[config.mk]
export PLATFORM = sky130hd
export DESIGN_NAME = timer_capture_unit
export DESIGN_NICKNAME = d
export VERILOG_FILES = /design/src/logic/capture_pkg.sv /design/src/logic/edge_prescaler.sv /design/src/logic/pin_sync.sv /design/src/logic/timer_capture_unit.sv
export SDC_FILE = /design/constraint.sdc
export NUM_CORES = 1
export LEC_CHECK = 0
export BUFFER_PORTS_ARGS = -buffer_cell sky130_fd_sc_hd__buf_2
export CORE_ASPECT_RATIO = 0.7
export CORE_MARGIN = 5
export CORE_UTILIZATION = 53
export CTS_BUF_LIST = sky130_fd_sc_hd__clkbuf_4 sky130_fd_sc_hd__clkbuf_8
export DETAILED_ROUTE_END_ITERATION = 8
export GPL_TIMING_DRIVEN = 0
export PLACE_DENSITY = 0.92
export SYNTH_ARGS = -nofsm -noshare
export SYNTH_HDL_FRONTEND = slang
export SYNTH_SLANG_ARGS = --single-unit
[constraint.sdc]
create_clock -name clk_in -period 1.7 [get_ports clk_in]
set_input_delay 0.085 -clock clk_in [delete_from_list [all_inputs] [get_ports clk_in]]
set_output_delay 0.085 -clock clk_in [all_outputs]
set_load 0.01 [all_outputs]
[src/logic/capture_pkg.sv]
// Purpose: shared constants for the capture unit
// Assumes: 4-bit mode field, 16-bit timebase
// Notes: mode codes follow the usual capture encodings
`default_nettype none
package capture_pkg;
  localparam logic [3:0] MODE_OFF = 4'h0;
  localparam logic [3:0] MODE_FALL = 4'h4;
  localparam logic [3:0] MODE_RISE = 4'h5;
  localparam logic [3:0] MODE_RISE4 = 4'h6;
  localparam logic [3:0] MODE_RISE16 = 4'h7;
  localparam logic [3:0] PRESCALE_RESET = 4'h0;
  localparam logic [3:0] PRESCALE_LAST4 = 4'h3;
  localparam logic [3:0] PRESCALE_LAST16 = 4'hF;
  localparam logic [15:0] VALUE_RESET = 16'h0000;
  localparam int UNITS = 4;
  localparam int PIN_CHOICES = 2;
endpackage
`default_nettype wire

[src/logic/edge_prescaler.sv]
// Purpose: edge selection and event prescaling for one capture unit
// Assumes: level already synchronised
// Notes: prescaler is kept across prescale changes by design
`timescale 1ns/1ps
`default_nettype none
module edge_prescaler (
  // clock and reset
  input wire logic clk_in,
  input wire logic rst_n_in,
  // control
  input wire logic [3:0] mode_in,
  input wire logic level_in,
  // event
  output logic fire_out
);
  import capture_pkg::*;
  typedef struct packed {
    logic last;
    logic [3:0] count;
    logic fire;
  } ep_state_t;
  ep_state_t st, next_st;
  logic rise, fall, capmode;
  always_comb begin
    next_st = st;
    rise = level_in & ~st.last;
    fall = ~level_in & st.last;
    capmode = (mode_in == MODE_FALL) || (mode_in == MODE_RISE) ||
              (mode_in == MODE_RISE4) || (mode_in == MODE_RISE16);
    next_st.last = level_in;
    next_st.fire = 1'b0;
    if (!capmode) begin
      next_st.count = PRESCALE_RESET; // [RQ5]
    end else if (mode_in == MODE_FALL) begin
      next_st.fire = fall; // [RQ2]
    end else if (mode_in == MODE_RISE) begin
      next_st.fire = rise; // [RQ2]
    end else if (rise) begin
      // count carries over a direct prescale change [RQ7]
      if ((mode_in == MODE_RISE4 && st.count >= PRESCALE_LAST4) ||
          (mode_in == MODE_RISE16 && st.count == PRESCALE_LAST16)) begin
        next_st.fire = 1'b1; // [RQ16]
        next_st.count = PRESCALE_RESET; // [RQ16]
      end else begin
        next_st.count = st.count + 4'h1;
      end
    end
  end
  always_ff @(posedge clk_in or negedge rst_n_in) begin
    if (!rst_n_in) begin
      st <= '0; // [RQ6]
    end else begin
      st <= next_st;
    end
  end
  assign fire_out = st.fire;

  a_prescale_off: assert property (@(posedge clk_in) disable iff (!rst_n_in)
    !capmode |=> st.count == PRESCALE_RESET) // [RQ5]
    else $error("prescaler not held at zero");
  a_rise_fire: assert property (@(posedge clk_in) disable iff (!rst_n_in)
    (mode_in == MODE_RISE && level_in && !st.last) |=> fire_out) // [RQ2]
    else $error("rising edge missed");
  a_fall_fire: assert property (@(posedge clk_in) disable iff (!rst_n_in)
    (mode_in == MODE_FALL && !level_in && st.last) |=> fire_out) // [RQ2]
    else $error("falling edge missed");
  a_div_wrap: assert property (@(posedge clk_in) disable iff (!rst_n_in)
    (mode_in == MODE_RISE16 && rise && st.count == PRESCALE_LAST16)
    |=> fire_out && st.count == PRESCALE_RESET) // [RQ16]
    else $error("divide by sixteen wrap wrong");
  a_fire_cause: assert property (@(posedge clk_in) disable iff (!rst_n_in)
    fire_out |-> $past(capmode)) // [RQ5]
    else $error("event outside capture mode");
  c_div4: cover property (@(posedge clk_in) disable iff (!rst_n_in)
    mode_in == MODE_RISE4 && fire_out);
  c_div16: cover property (@(posedge clk_in) disable iff (!rst_n_in)
    mode_in == MODE_RISE16 && fire_out);
endmodule // edge_prescaler
`default_nettype wire

[src/logic/pin_sync.sv]
// Purpose: two-stage synchroniser for one pin level
// Assumes: pin is asynchronous to clk_in
// Notes: first stage feeds only the second
`timescale 1ns/1ps
`default_nettype none
module pin_sync (
  // clock and reset
  input wire logic clk_in,
  input wire logic rst_n_in,
  // level
  input wire logic pin_in,
  output logic level_out
);
  logic meta;
  always_ff @(posedge clk_in or negedge rst_n_in) begin
    if (!rst_n_in) begin
      meta <= 1'b0;
      level_out <= 1'b0;
    end else begin
      meta <= pin_in;
      level_out <= meta;
    end
  end
endmodule // pin_sync
`default_nettype wire

[src/logic/timer_capture_unit.sv]
// Purpose: four-instance input capture of a 16-bit timebase
// Assumes: timebase counts on clk_in, pins are asynchronous
// Notes: flag clear input is a pulse per unit; set wins over clear
`timescale 1ns/1ps
`default_nettype none
// What this block does
// (RQ1) On a capture event the full 16-bit timebase count is stored.
// (RQ2) The mode field selects falling, rising, every 4th or 16th rise.
// (RQ3) Each capture sets the flag, which only software clears.
// (RQ4) A newer capture overwrites an unread stored value.
// (RQ5) The prescaler is held at zero when off or not in capture mode.
// (RQ6) Any reset clears the prescaler counter.
// (RQ7) A direct prescale change keeps the count and may fire falsely.
// (RQ8) Software should switch the unit off before a new prescale.
// (RQ9) Mode changes may cause false flags; software keeps enable clear.
// (RQ10) The timebase must run synchronously for capture to work.
// (RQ11) The timebase must not be clocked from the undivided clock.
// (RQ12) A pin driven as output still reaches the edge detector.
// (RQ13) Software should set the pin as input in capture mode.
// (RQ14) The capture input may be taken from an alternate pin.
// (RQ15) All four instances behave alike with their own state.
// (RQ16) Divided modes fire at the count, then restart from zero.
module timer_capture_unit (
  // clock and reset
  input wire logic clk_in,
  input wire logic rst_n_in,
  // timebase
  input wire logic [7:0] timebase_count_high_in,
  input wire logic [7:0] timebase_count_low_in,
  // pins, default and alternate per unit
  input wire logic [3:0] capture_input_pin_in,
  input wire logic [3:0] capture_alt_pin_in,
  input wire logic [3:0] pin_direction_in,
  input wire logic [3:0] port_out_level_in,
  // control
  input wire logic [3:0] alt_pin_select_in,
  input wire logic [15:0] capture_mode_select_in,
  input wire logic [3:0] capture_flag_clear_in,
  input wire logic [3:0] capture_int_enable_in,
  // status
  output logic [3:0] capture_flag_out,
  output logic [3:0] capture_irq_out,
  output logic [31:0] capture_value_high_out,
  output logic [31:0] capture_value_low_out
);
  import capture_pkg::*;
  typedef struct packed {
    logic [3:0] flag;
    logic [3:0] irq;
    logic [31:0] high;
    logic [31:0] low;
  } cap_state_t;
  cap_state_t st, next_st;
  logic [3:0] fire;
  logic [3:0] level;
  logic [3:0] pad;

  genvar g;
  generate
    for (g = 0; g < UNITS; g++) begin : g_unit // [RQ15]
      // pad reads the driven level when output, so a port write can
      // trigger a capture [RQ12]; alternate pin routing [RQ14]
      assign pad[g] = !pin_direction_in[g] ? port_out_level_in[g] :
        (alt_pin_select_in[g] ? capture_alt_pin_in[g] :
         capture_input_pin_in[g]);
      pin_sync u_sync (
        .clk_in(clk_in),
        .rst_n_in(rst_n_in),
        .pin_in(pad[g]),
        .level_out(level[g])
      );
      edge_prescaler u_pre (
        .clk_in(clk_in),
        .rst_n_in(rst_n_in),
        .mode_in(capture_mode_select_in[4*g +: 4]),
        .level_in(level[g]),
        .fire_out(fire[g])
      );
    end
  endgenerate

  always_comb begin
    next_st = st;
    for (int i = 0; i < UNITS; i++) begin
      if (fire[i]) begin
        // no guard for unread data, newest wins [RQ4]
        next_st.high[8*i +: 8] = timebase_count_high_in; // [RQ1]
        next_st.low[8*i +: 8] = timebase_count_low_in; // [RQ1]
        next_st.flag[i] = 1'b1; // [RQ3]
      end else if (capture_flag_clear_in[i]) begin
        next_st.flag[i] = 1'b0; // [RQ3]
      end
      // gated by enable so software can mask false flags [RQ9]
      next_st.irq[i] = next_st.flag[i] & capture_int_enable_in[i];
    end
  end

  always_ff @(posedge clk_in or negedge rst_n_in) begin
    if (!rst_n_in) begin
      st <= '0;
    end else begin
      st <= next_st;
    end
  end

  assign capture_flag_out = st.flag;
  assign capture_irq_out = st.irq;
  assign capture_value_high_out = st.high;
  assign capture_value_low_out = st.low;

  a_capture_value: assert property (@(posedge clk_in) disable iff (!rst_n_in)
    fire[0] |=> capture_value_low_out[7:0] == $past(timebase_count_low_in) &&
      capture_value_high_out[7:0] == $past(timebase_count_high_in)) // [RQ1]
    else $error("capture value not stored");
  a_flag_set: assert property (@(posedge clk_in) disable iff (!rst_n_in)
    fire[0] |=> capture_flag_out[0]) // [RQ3]
    else $error("flag not set on capture");
  a_flag_sticky: assert property (@(posedge clk_in) disable iff (!rst_n_in)
    capture_flag_out[1] && !capture_flag_clear_in[1] |=>
      capture_flag_out[1]) // [RQ3]
    else $error("flag cleared by hardware");
  a_value_hold: assert property (@(posedge clk_in) disable iff (!rst_n_in)
    !fire[2] |=> $stable(capture_value_low_out[23:16])) // [RQ4]
    else $error("value changed without capture");
  c_capture: cover property (@(posedge clk_in) disable iff (!rst_n_in)
    fire[0] ##1 capture_irq_out[0]);
  c_overwrite: cover property (@(posedge clk_in) disable iff (!rst_n_in)
    fire[3] && capture_flag_out[3]);
endmodule // timer_capture_unit
`default_nettype wire
* Word-level counts from Yosys, hierarchy flattened
Index checks and enable logic that the tools add are counted.
** Cells by class
- Multiplexer cells :: 52
- Shift operators :: 0
- Order comparisons :: 4
- Add/subtract/negate cells :: 4
- Reductions and logical operators :: 28
- Eq/ne operators :: 32
- Bitwise logic cells :: 20
- Divide/modulo/power cells :: 0
- Multipliers :: 0
** Operators with widths (count)
- $eq A4 B3 Y1 const B :: 16
- $mux W4 :: 16
- $mux W1 :: 32
- $mux W5 :: 4
- $add A4 B1 Y4 const B :: 4
- $eq A4 B4 Y1 const B :: 4
- $ge A4 B2 Y1 const B :: 4
- $logic_or A1 B1 Y1 :: 16
- $ne A2 B2 Y1 const B :: 8
- $and A1 B1 Y1 :: 12
- $reduce_and A3 Y1 :: 4
- $logic_and A1 B1 Y1 :: 8
- $ne A2 B1 Y1 const B :: 4
- $not A1 Y1 :: 8
** Word-level totals
- RAM bits :: 0
- Flip-flop bits (word level) :: 104
- Word-level logic and storage cells :: 170
- Memories kept :: 0
- Output and inout port bits :: 72
- Memory bits (read-only) :: 0
- Bits in latches :: 0
- Input bits :: 62

* Depth between registers and ports, before layout
Gate-level depths: netlist of run 1.
- Word-level depth :: 8
- Gate-level depth with buffers :: 5
- Gate-level depth less buffers :: 5

* By module
Synthesis of run 1 repeated with hierarchy kept, for this count alone.
** Unflattened totals
- Cells, all modules :: 324
- Area, all modules :: 4519.3 um^2
** By module, submodules not included
- timer_capture_unit :: cells an instance 168, area an instance 2922.8 um^2, times used 1, seq. area each 1801.7 um^2
- edge_prescaler :: cells an instance 37, area an instance 349.1 um^2, times used 4, seq. area each 150.1 um^2
- pin_sync :: cells an instance 2, area an instance 50.0 um^2, times used 4, seq. area each 50.0 um^2

* Worst setup path before layout of run 1
Ideal clock, no wire load.
- Path kind :: reg2reg
- From :: register g_unit[0].u_pre.st[1] (netlist bit)
- To :: register g_unit[0].u_pre.st[1] (netlist bit)
- Arrival time :: 1.314 ns
- Required time :: 1.623 ns
- Buffers on the path :: 0
- Setup slack :: 0.308 ns
- Clock period less this slack :: 1.392 ns
- Library setup time :: 0.077 ns
- Cell stages (with the launch flop) :: 6
- Path through :: dfrtp_1 ha_1 a21boi_0 o22ai_1 or3_1 a21oi_1
** Between the ends
- Longest elaborated chain between the ends :: 8
- Elaborated cells between the ends (all ways) :: 11
- Classes of those cells :: 1 x add/sub; 1 x order compare; 1 x eq/ne; 5 x mux; 3 x reduce/logical
** RTL lines
- start: declaration :: line edge_prescaler.sv:22 : ep_state_t st, next_st;
- start signal: assignment :: line edge_prescaler.sv:53 : st <= next_st;
- $ge A4 B2 Y1 or $eq A4 B4 Y1 (tied branches) :: line edge_prescaler.sv:40, edge_prescaler.sv:41
- $logic_and A1 B1 Y1, on equally long branches :: line edge_prescaler.sv:40, edge_prescaler.sv:41
- $logic_or A1 B1 Y1 :: line edge_prescaler.sv:40 : if ((mode_in == MODE_RISE4 && st.count >= PRESCALE_LAST4) ||
- $mux W4 * :: line edge_prescaler.sv:40
- $mux W5 * :: line edge_prescaler.sv:38 : end else if (rise) begin
- $mux W4 * :: line edge_prescaler.sv:36 : end else if (mode_in == MODE_RISE) begin
- $mux W4 * :: line edge_prescaler.sv:34 : end else if (mode_in == MODE_FALL) begin
- $mux W4 * :: line edge_prescaler.sv:32 : if (!capmode) begin
Mark *: on every way between the ends. The rest lies on a longest branch, timed or not. The select of a mux whose other input is x is not followed.
A chain may end at the register's enable or synchronous reset.

* Worst setup path in the final report of run 1
- From :: register g_unit[1].u_pre.st, in the netlist g_unit[1].u_pre.fire_out
- To :: register st, in the netlist capture_value_low_out[14]
** RTL lines
- start: declaration :: line edge_prescaler.sv:22
- start signal: assignment :: line edge_prescaler.sv:53
- end signal: assignment :: line timer_capture_unit.sv:102 : st <= next_st;
- end: declaration :: line timer_capture_unit.sv:53 : cap_state_t st, next_st;
No word-level cell between the ends.

==> impl_metrics.env, run 1 <==
export IMPL_status="completed"
export IMPL_synth_cell_types=38
export IMPL_design_area_um2=5459
export IMPL_fin_worst_skew_ps=13.81
export IMPL_maxSlewHeadroom_pct=52.94
export IMPL_cts_buffers=9
export IMPL_wirelength_um=9787
export IMPL_die_y_um=84.72
export IMPL_grt_pass1_vias=3449
export IMPL_seqCellArea_um2=2603
export IMPL_nets=549
export IMPL_numPortBuffers=133
export IMPL_cts_sinks=104
export IMPL_rr_worst_depth=3
export IMPL_die_area_um2=9889
export IMPL_rsz0062_at_grt="false"
export IMPL_yosysTopAreaCell="dfrtp_1"
export IMPL_post_cts_buffers=0
export IMPL_path_max_fanout=10
export IMPL_hp_start="timebase_count_high_in[5]"
export IMPL_synth_edf_count=0
export IMPL_routabilityCongestion=0.8516
export IMPL_coreArea_um2=7804
export IMPL_yosysSeqAreaShare_pct=61.57
export IMPL_synth_area_leaders="dfrtp_1, mux2_2, a21oi_1"
export IMPL_worstMarginPinSlew_ps=705.9
export IMPL_fin_crit_sh_pct=92.94
export IMPL_synthFlopType="dfrtp_1"
export IMPL_synth_seq_cells=104
export IMPL_grt_max_degree=55
export IMPL_syn_to_final_growth_pct=29.16
export IMPL_synth_async_reset_ratio_pct=100.0
export IMPL_clk_latency_ps=350
export IMPL_seq_power_share_pct=51.4
export IMPL_dpl_cell_count=554
export IMPL_first_pass_iters=6
export IMPL_grt_use_total_pct=20.61
export IMPL_maxCapViolCount=0
export IMPL_start_kind="flop"
export IMPL_n_antenna_cell=0
export IMPL_critPathRequiredTime_ps=1930
export IMPL_layoutNonFillerInstCount=589
export IMPL_final_max_slew_violation_count=0
export IMPL_start_util_pct=54.16
export IMPL_rows=27
export IMPL_cts_tree="yes"
export IMPL_grt_ovfl_total=0
export IMPL_peakVddDrop_mv=0.6155
export IMPL_cts_path_max_buffers=2
export IMPL_crit_path_end_kind="flop"
export IMPL_cts_max_level=3
export IMPL_pre_cts_slack_ps=48.00
export IMPL_p_leak_nw=2.708
export IMPL_hold_depth=2
export IMPL_synthCells=319
export IMPL_hpwl_um=7007
export IMPL_p_clk_share_pct=24.0
export IMPL_setup_ws_ps=120.0
export IMPL_drive_gt1_share_pct=46.31
export IMPL_die_w_um=116.7
export IMPL_worstReg2RegEnd="capture_value_low_out[14]$_DFFE_PN0P_"
export IMPL_grt_first_pass_wirelength_um=16170
export IMPL_antenna_found_initial=0
export IMPL_fillers=560
export IMPL_place_area_um2=5049
export IMPL_drc=0
export IMPL_finalSetupViolCount=0
export IMPL_p_total_w=0.006352
export IMPL_synth_top_cell_area_share_pct=61.57
export IMPL_synthesis_area_um2=4227
export IMPL_p_int_w=0.004541
export IMPL_avgSynthCellArea_um2=13.25
export IMPL_post_drt_wl_per_cell_um=16.62
export IMPL_min_to="capture_value_high_out[21]$_DFFE_PN0P_"
export IMPL_clk_pin_slew_ps=100
export IMPL_hp_class="in -> reg"
export IMPL_io_pins=134
export IMPL_report_final_hold_viol_count=0
export IMPL_swShare_pct=28.50
export IMPL_vias_per_cell=5.382
export IMPL_yosys_warnings=0
export IMPL_power_frac_comb_pct=24.6
export IMPL_max_freq_mhz=632.9
export IMPL_r2r_start="g_unit[1].u_pre.fire_out$_DFF_PN0_"
export IMPL_r2r_slack_ps=120
export IMPL_syn_nets=385
export IMPL_synth_top_cells_by_count="dfrtp_1, mux2_2, a21oi_1"
export IMPL_vias=3170
export IMPL_path_class="reg -> reg"
export IMPL_fin_crit_ps=1580
export IMPL_cts_root_buf="clkbuf_8"
export IMPL_ant_nets=0
export IMPL_yosysMostFrequentCell="dfrtp_1"
export IMPL_critical_path_arrival_ps=1810
export IMPL_multiInputGateArea_um2=1559
export IMPL_drtIter0Drc=194
export IMPL_p_per_area_nw_per_um2=1164
export IMPL_p_sw_w=0.001810
-- worst max-delay path, cell delays in order, from the launching register on --
cell	delay [ps]
dfrtp_1	330
clkbuf_1	360
buf_2	380
mux2_2	380
-- stage by stage --
| step | hold WS (ps) | setup TNS, ps | util (%) |
|---|---|---|---|
| CTS | 0.9087 | 0 | 70.10 |
| global route | 0.6435 | 0 | 69.95 |
| floorplan | -210.6 | 0 | - |
| global placement | 268.8 | -46220 | 64.31 |
| detailed placement | 171.6 | 0 | 64.69 |
| finish | 19.11 | 0 | 69.95 |
-- power by group through the flow --
stage          combinational [W]  sequential [W]  clock [W]
2_1_floorplan           0.000516         0.00352          0
4_1_cts                  0.00159         0.00326    0.00159
3_5_place_dp             0.00155         0.00331          0
5_1_grt                  0.00170         0.00334    0.00169
6_report                 0.00156         0.00327    0.00153
3_3_place_gp             0.00149         0.00326          0
-- layer usage --
metal  wire, um  track usage [%]  up-vias
li1           -                -     1453
met1       4000            25.50     1581
met2       4895            35.36      115
met3        715            5.476       21
met4        176            6.146        0
met5          0                0        -
-- state kept, by name, summed over array words and instances (netlist names) --
name,count
capture_value_low_out,32
capture_irq_out,4
g_unit.u_sync.level_out,4
g_unit.u_pre.st,20
g_unit.u_pre.fire_out,4
capture_value_high_out,32
g_unit.u_sync.meta,4
capture_flag_out,4
-- timing repair --
item | 4_1_cts | 5_1_grt
resized for setup | 0 | 0
endpoints found under the setup margin | 0 | 25
hold endpoints to repair | 87 | 0
hold buffers | 22 | 0
-- layout by cell type, fill, tap and decap left out, types with 2 or more instances in the layout --
cell type / n
a21bo_2: 3
dfrtp_1: 104
o21ai_0: 7
nand2_1: 14
mux2i_1: 4
nand3b_1: 4
inv_1: 8
nor3b_1: 4
nand2b_1: 4
and2_1: 6
clkinv_2: 2
buf_2: 136
a21oi_1: 23
ha_1: 4
a21boi_0: 2
nor4b_1: 2
clkbuf_8: 10
nor2_1: 14
nor2b_1: 6
nand3_1: 9
mux2_2: 64
a2bb2oi_1: 3
o22ai_1: 2
nor3_1: 3
dlygate4sd3_1: 22
a21o_1: 5
nand4_1: 3
-- how the worst max path moves through the flow --
stage                                                   from                                     end  slack (ps)  cells after the start
after global routing      g_unit[1].u_pre.fire_out$_DFF_PN0_  capture_value_high_out[11]$_DFFE_PN0P_          40                      3
after detailed placement  g_unit[0].u_pre.fire_out$_DFF_PN0_    capture_value_low_out[7]$_DFFE_PN0P_          50                      3
after global placement                              rst_n_in       g_unit[3].u_pre.st[2]$_DFFE_PN0P_        -450                      1
after CTS                 g_unit[3].u_pre.fire_out$_DFF_PN0_  capture_value_high_out[28]$_DFFE_PN0P_          10                      3
final                     g_unit[1].u_pre.fire_out$_DFF_PN0_   capture_value_low_out[14]$_DFFE_PN0P_         120                      3
after floorplan            g_unit[0].u_pre.st[1]$_DFFE_PN0P_       g_unit[0].u_pre.st[1]$_DFFE_PN0P_         310                      5
-- final cells by class --
cell class,instances,share of cell area (%)
buffer,5,0.4355
sequential,104,47.67
tap,101,2.315
timing repair buffer,156,16.78
inverter,8,0.5501
multi-input combinational,199,28.56
clock inverter,5,1.031
clock buffer,11,2.659
-- logic make-up after synthesis --
| family | synth area share (%) |
|---|---|
| flip-flops | 61.57 |
| multiplexers | 18.00 |
| buffers and inverters | 1.539 |
| AND/OR/NAND/NOR | 10.09 |
| adder cells (fa/ha/maj) | 1.184 |
| AO/OA/AOI/OAI | 7.608 |
Note: power is estimated with default switching activity, not from simulation.
==> run 2: changes to the inputs <==
==> constraint.sdc (replaced) <==
create_clock -name clk_in -period 1.8 [get_ports clk_in]
set_input_delay 0.09 -clock clk_in [delete_from_list [all_inputs] [get_ports clk_in]]
set_output_delay 0.09 -clock clk_in [all_outputs]
set_load 0.01 [all_outputs]
==> impl_metrics.env, run 2 (same netlist as run 1, synthesis figures left out) <==
export IMPL_seqCellArea_um2=2603
export IMPL_die_area_um2=9889
export IMPL_setup_ws_ps=154.5
export IMPL_rsz0062_at_grt="false"
export IMPL_p_leak_nw=2.699
export IMPL_crit_path_end_kind="flop"
export IMPL_numPortBuffers=133
export IMPL_critPathRequiredTime_ps=2030
export IMPL_fin_worst_skew_ps=14.23
export IMPL_n_antenna_cell=0
export IMPL_vias=3182
export IMPL_start_util_pct=54.16
export IMPL_cts_sinks=104
export IMPL_fillers=556
export IMPL_path_max_fanout=10
export IMPL_cts_tree="yes"
export IMPL_fin_crit_ps=1646
export IMPL_nets=549
export IMPL_cts_path_max_buffers=2
export IMPL_die_w_um=116.7
export IMPL_maxSlewHeadroom_pct=52.83
export IMPL_drc=0
export IMPL_p_per_area_nw_per_um2=1102
export IMPL_multiInputGateArea_um2=1559
export IMPL_grt_pass1_vias=3431
export IMPL_post_drt_wl_per_cell_um=16.57
export IMPL_hold_buffers=18
export IMPL_coreArea_um2=7804
export IMPL_grt_first_pass_wirelength_um=16090
export IMPL_start_kind="flop"
export IMPL_max_freq_mhz=607.7
export IMPL_final_max_slew_violation_count=0
export IMPL_rows=27
export IMPL_cts_buffers=9
export IMPL_grt_use_total_pct=20.46
export IMPL_report_final_hold_viol_count=0
export IMPL_routabilityCongestion=0.8516
export IMPL_finalSetupViolCount=0
export IMPL_maxCapViolCount=0
export IMPL_post_cts_buffers=0
export IMPL_drive_gt1_share_pct=46.31
export IMPL_grt_ovfl_total=0
export IMPL_vias_per_cell=5.402
export IMPL_p_total_w=0.005993
export IMPL_grt_max_degree=55
export IMPL_io_pins=134
export IMPL_clk_pin_slew_ps=90
export IMPL_syn_to_final_growth_pct=28.72
export IMPL_post_cts_resized=0
export IMPL_peakVddDrop_mv=0.5816
export IMPL_design_area_um2=5440
export IMPL_critical_path_arrival_ps=1880
export IMPL_die_y_um=84.72
export IMPL_drtIter0Drc=167
export IMPL_hpwl_um=7007
export IMPL_ant_nets=0
export IMPL_status="completed"
export IMPL_clk_latency_ps=350
export IMPL_cts_max_level=3
export IMPL_antenna_found_initial=0
export IMPL_cts_root_buf="clkbuf_8"
export IMPL_place_area_um2=5049
export IMPL_final_common_cell="buf_2"
export IMPL_wirelength_um=9762
export IMPL_worstMarginPinSlew_ps=707.5
export IMPL_hp_class="in -> reg"
export IMPL_path_class="reg -> reg"
export IMPL_mostFrequentLayoutCells="buf_2, dfrtp_1, mux2_2, a21oi_1, dlygate4sd3_1"
export IMPL_pre_cts_slack_ps=148.0
export IMPL_first_pass_iters=5
export IMPL_fin_crit_sh_pct=91.42
==> run 2: per-layer routing <==
layer,vias up,track usage (%),part of all wire [%]
li1,1457,-,-
met1,1587,25.59,41
met5,-,0,0
met4,0,5.833,1.6
met3,21,5.476,7.5
met2,117,34.90,50
==> run 2: worst max-delay path, cell delays in order (launching register included) <==
cell	delay [ps]
dfrtp_1	330
clkbuf_1	440
buf_2	390
mux2_2	370
==> run 2: per-stage QoR <==
stage	instances	setup TNS [ps]	hold slack, ps	utilization [%]
4_1_cts	588	0	0.8130	69.58
5_1_grt	589	0	2.315	69.71
2_1_floorplan	319	0	-205.6	-
3_5_place_dp	554	0	176.6	64.69
6_report	589	0	21.40	69.71
3_3_place_gp	553	-36340	273.8	64.31
==> run 2: final cells by class <==
cell class / count / share of cell area [%]
Buffer: 8 / 0.6440
Clock inverter: 5 / 1.035
Sequential cell: 104 / 47.84
Tap cell: 101 / 2.323
Timing Repair Buffer: 153 / 16.28
Multi-Input combinational cell: 199 / 28.66
Inverter: 8 / 0.5520
Clock buffer: 11 / 2.668
==> run 2: report_power, final <==
group	total (W)	internal [W]	switching (W)	leakage, nW
clock	0.00144	0.000695	0.000743	0.103
sequential	0.00308	0.00282	0.000258	1.31
combinational	0.00147	0.000769	0.000705	1.29
total	0.00599	0.00429	0.00171	2.70
==> run 2: worst paths after layout <==
check                                                          to  slack [ps]                                from  cells past startpoint
max                        capture_value_high_out[28]$_DFFE_PN0P_         150  g_unit[3].u_pre.fire_out$_DFF_PN0_                      3
min                         capture_value_high_out[7]$_DFFE_PN0P_          20           timebase_count_high_in[7]                      2
max reg2reg                capture_value_high_out[28]$_DFFE_PN0P_         150  g_unit[3].u_pre.fire_out$_DFF_PN0_                      3
min reg2reg                  g_unit[3].u_sync.level_out$_DFF_PN0_         350     g_unit[3].u_sync.meta$_DFF_PN0_                      0
max in group asynchronous    capture_value_low_out[4]$_DFFE_PN0P_         790                            rst_n_in                      3
min in group asynchronous       g_unit[1].u_pre.st[3]$_DFFE_PN0P_         320                            rst_n_in                      2
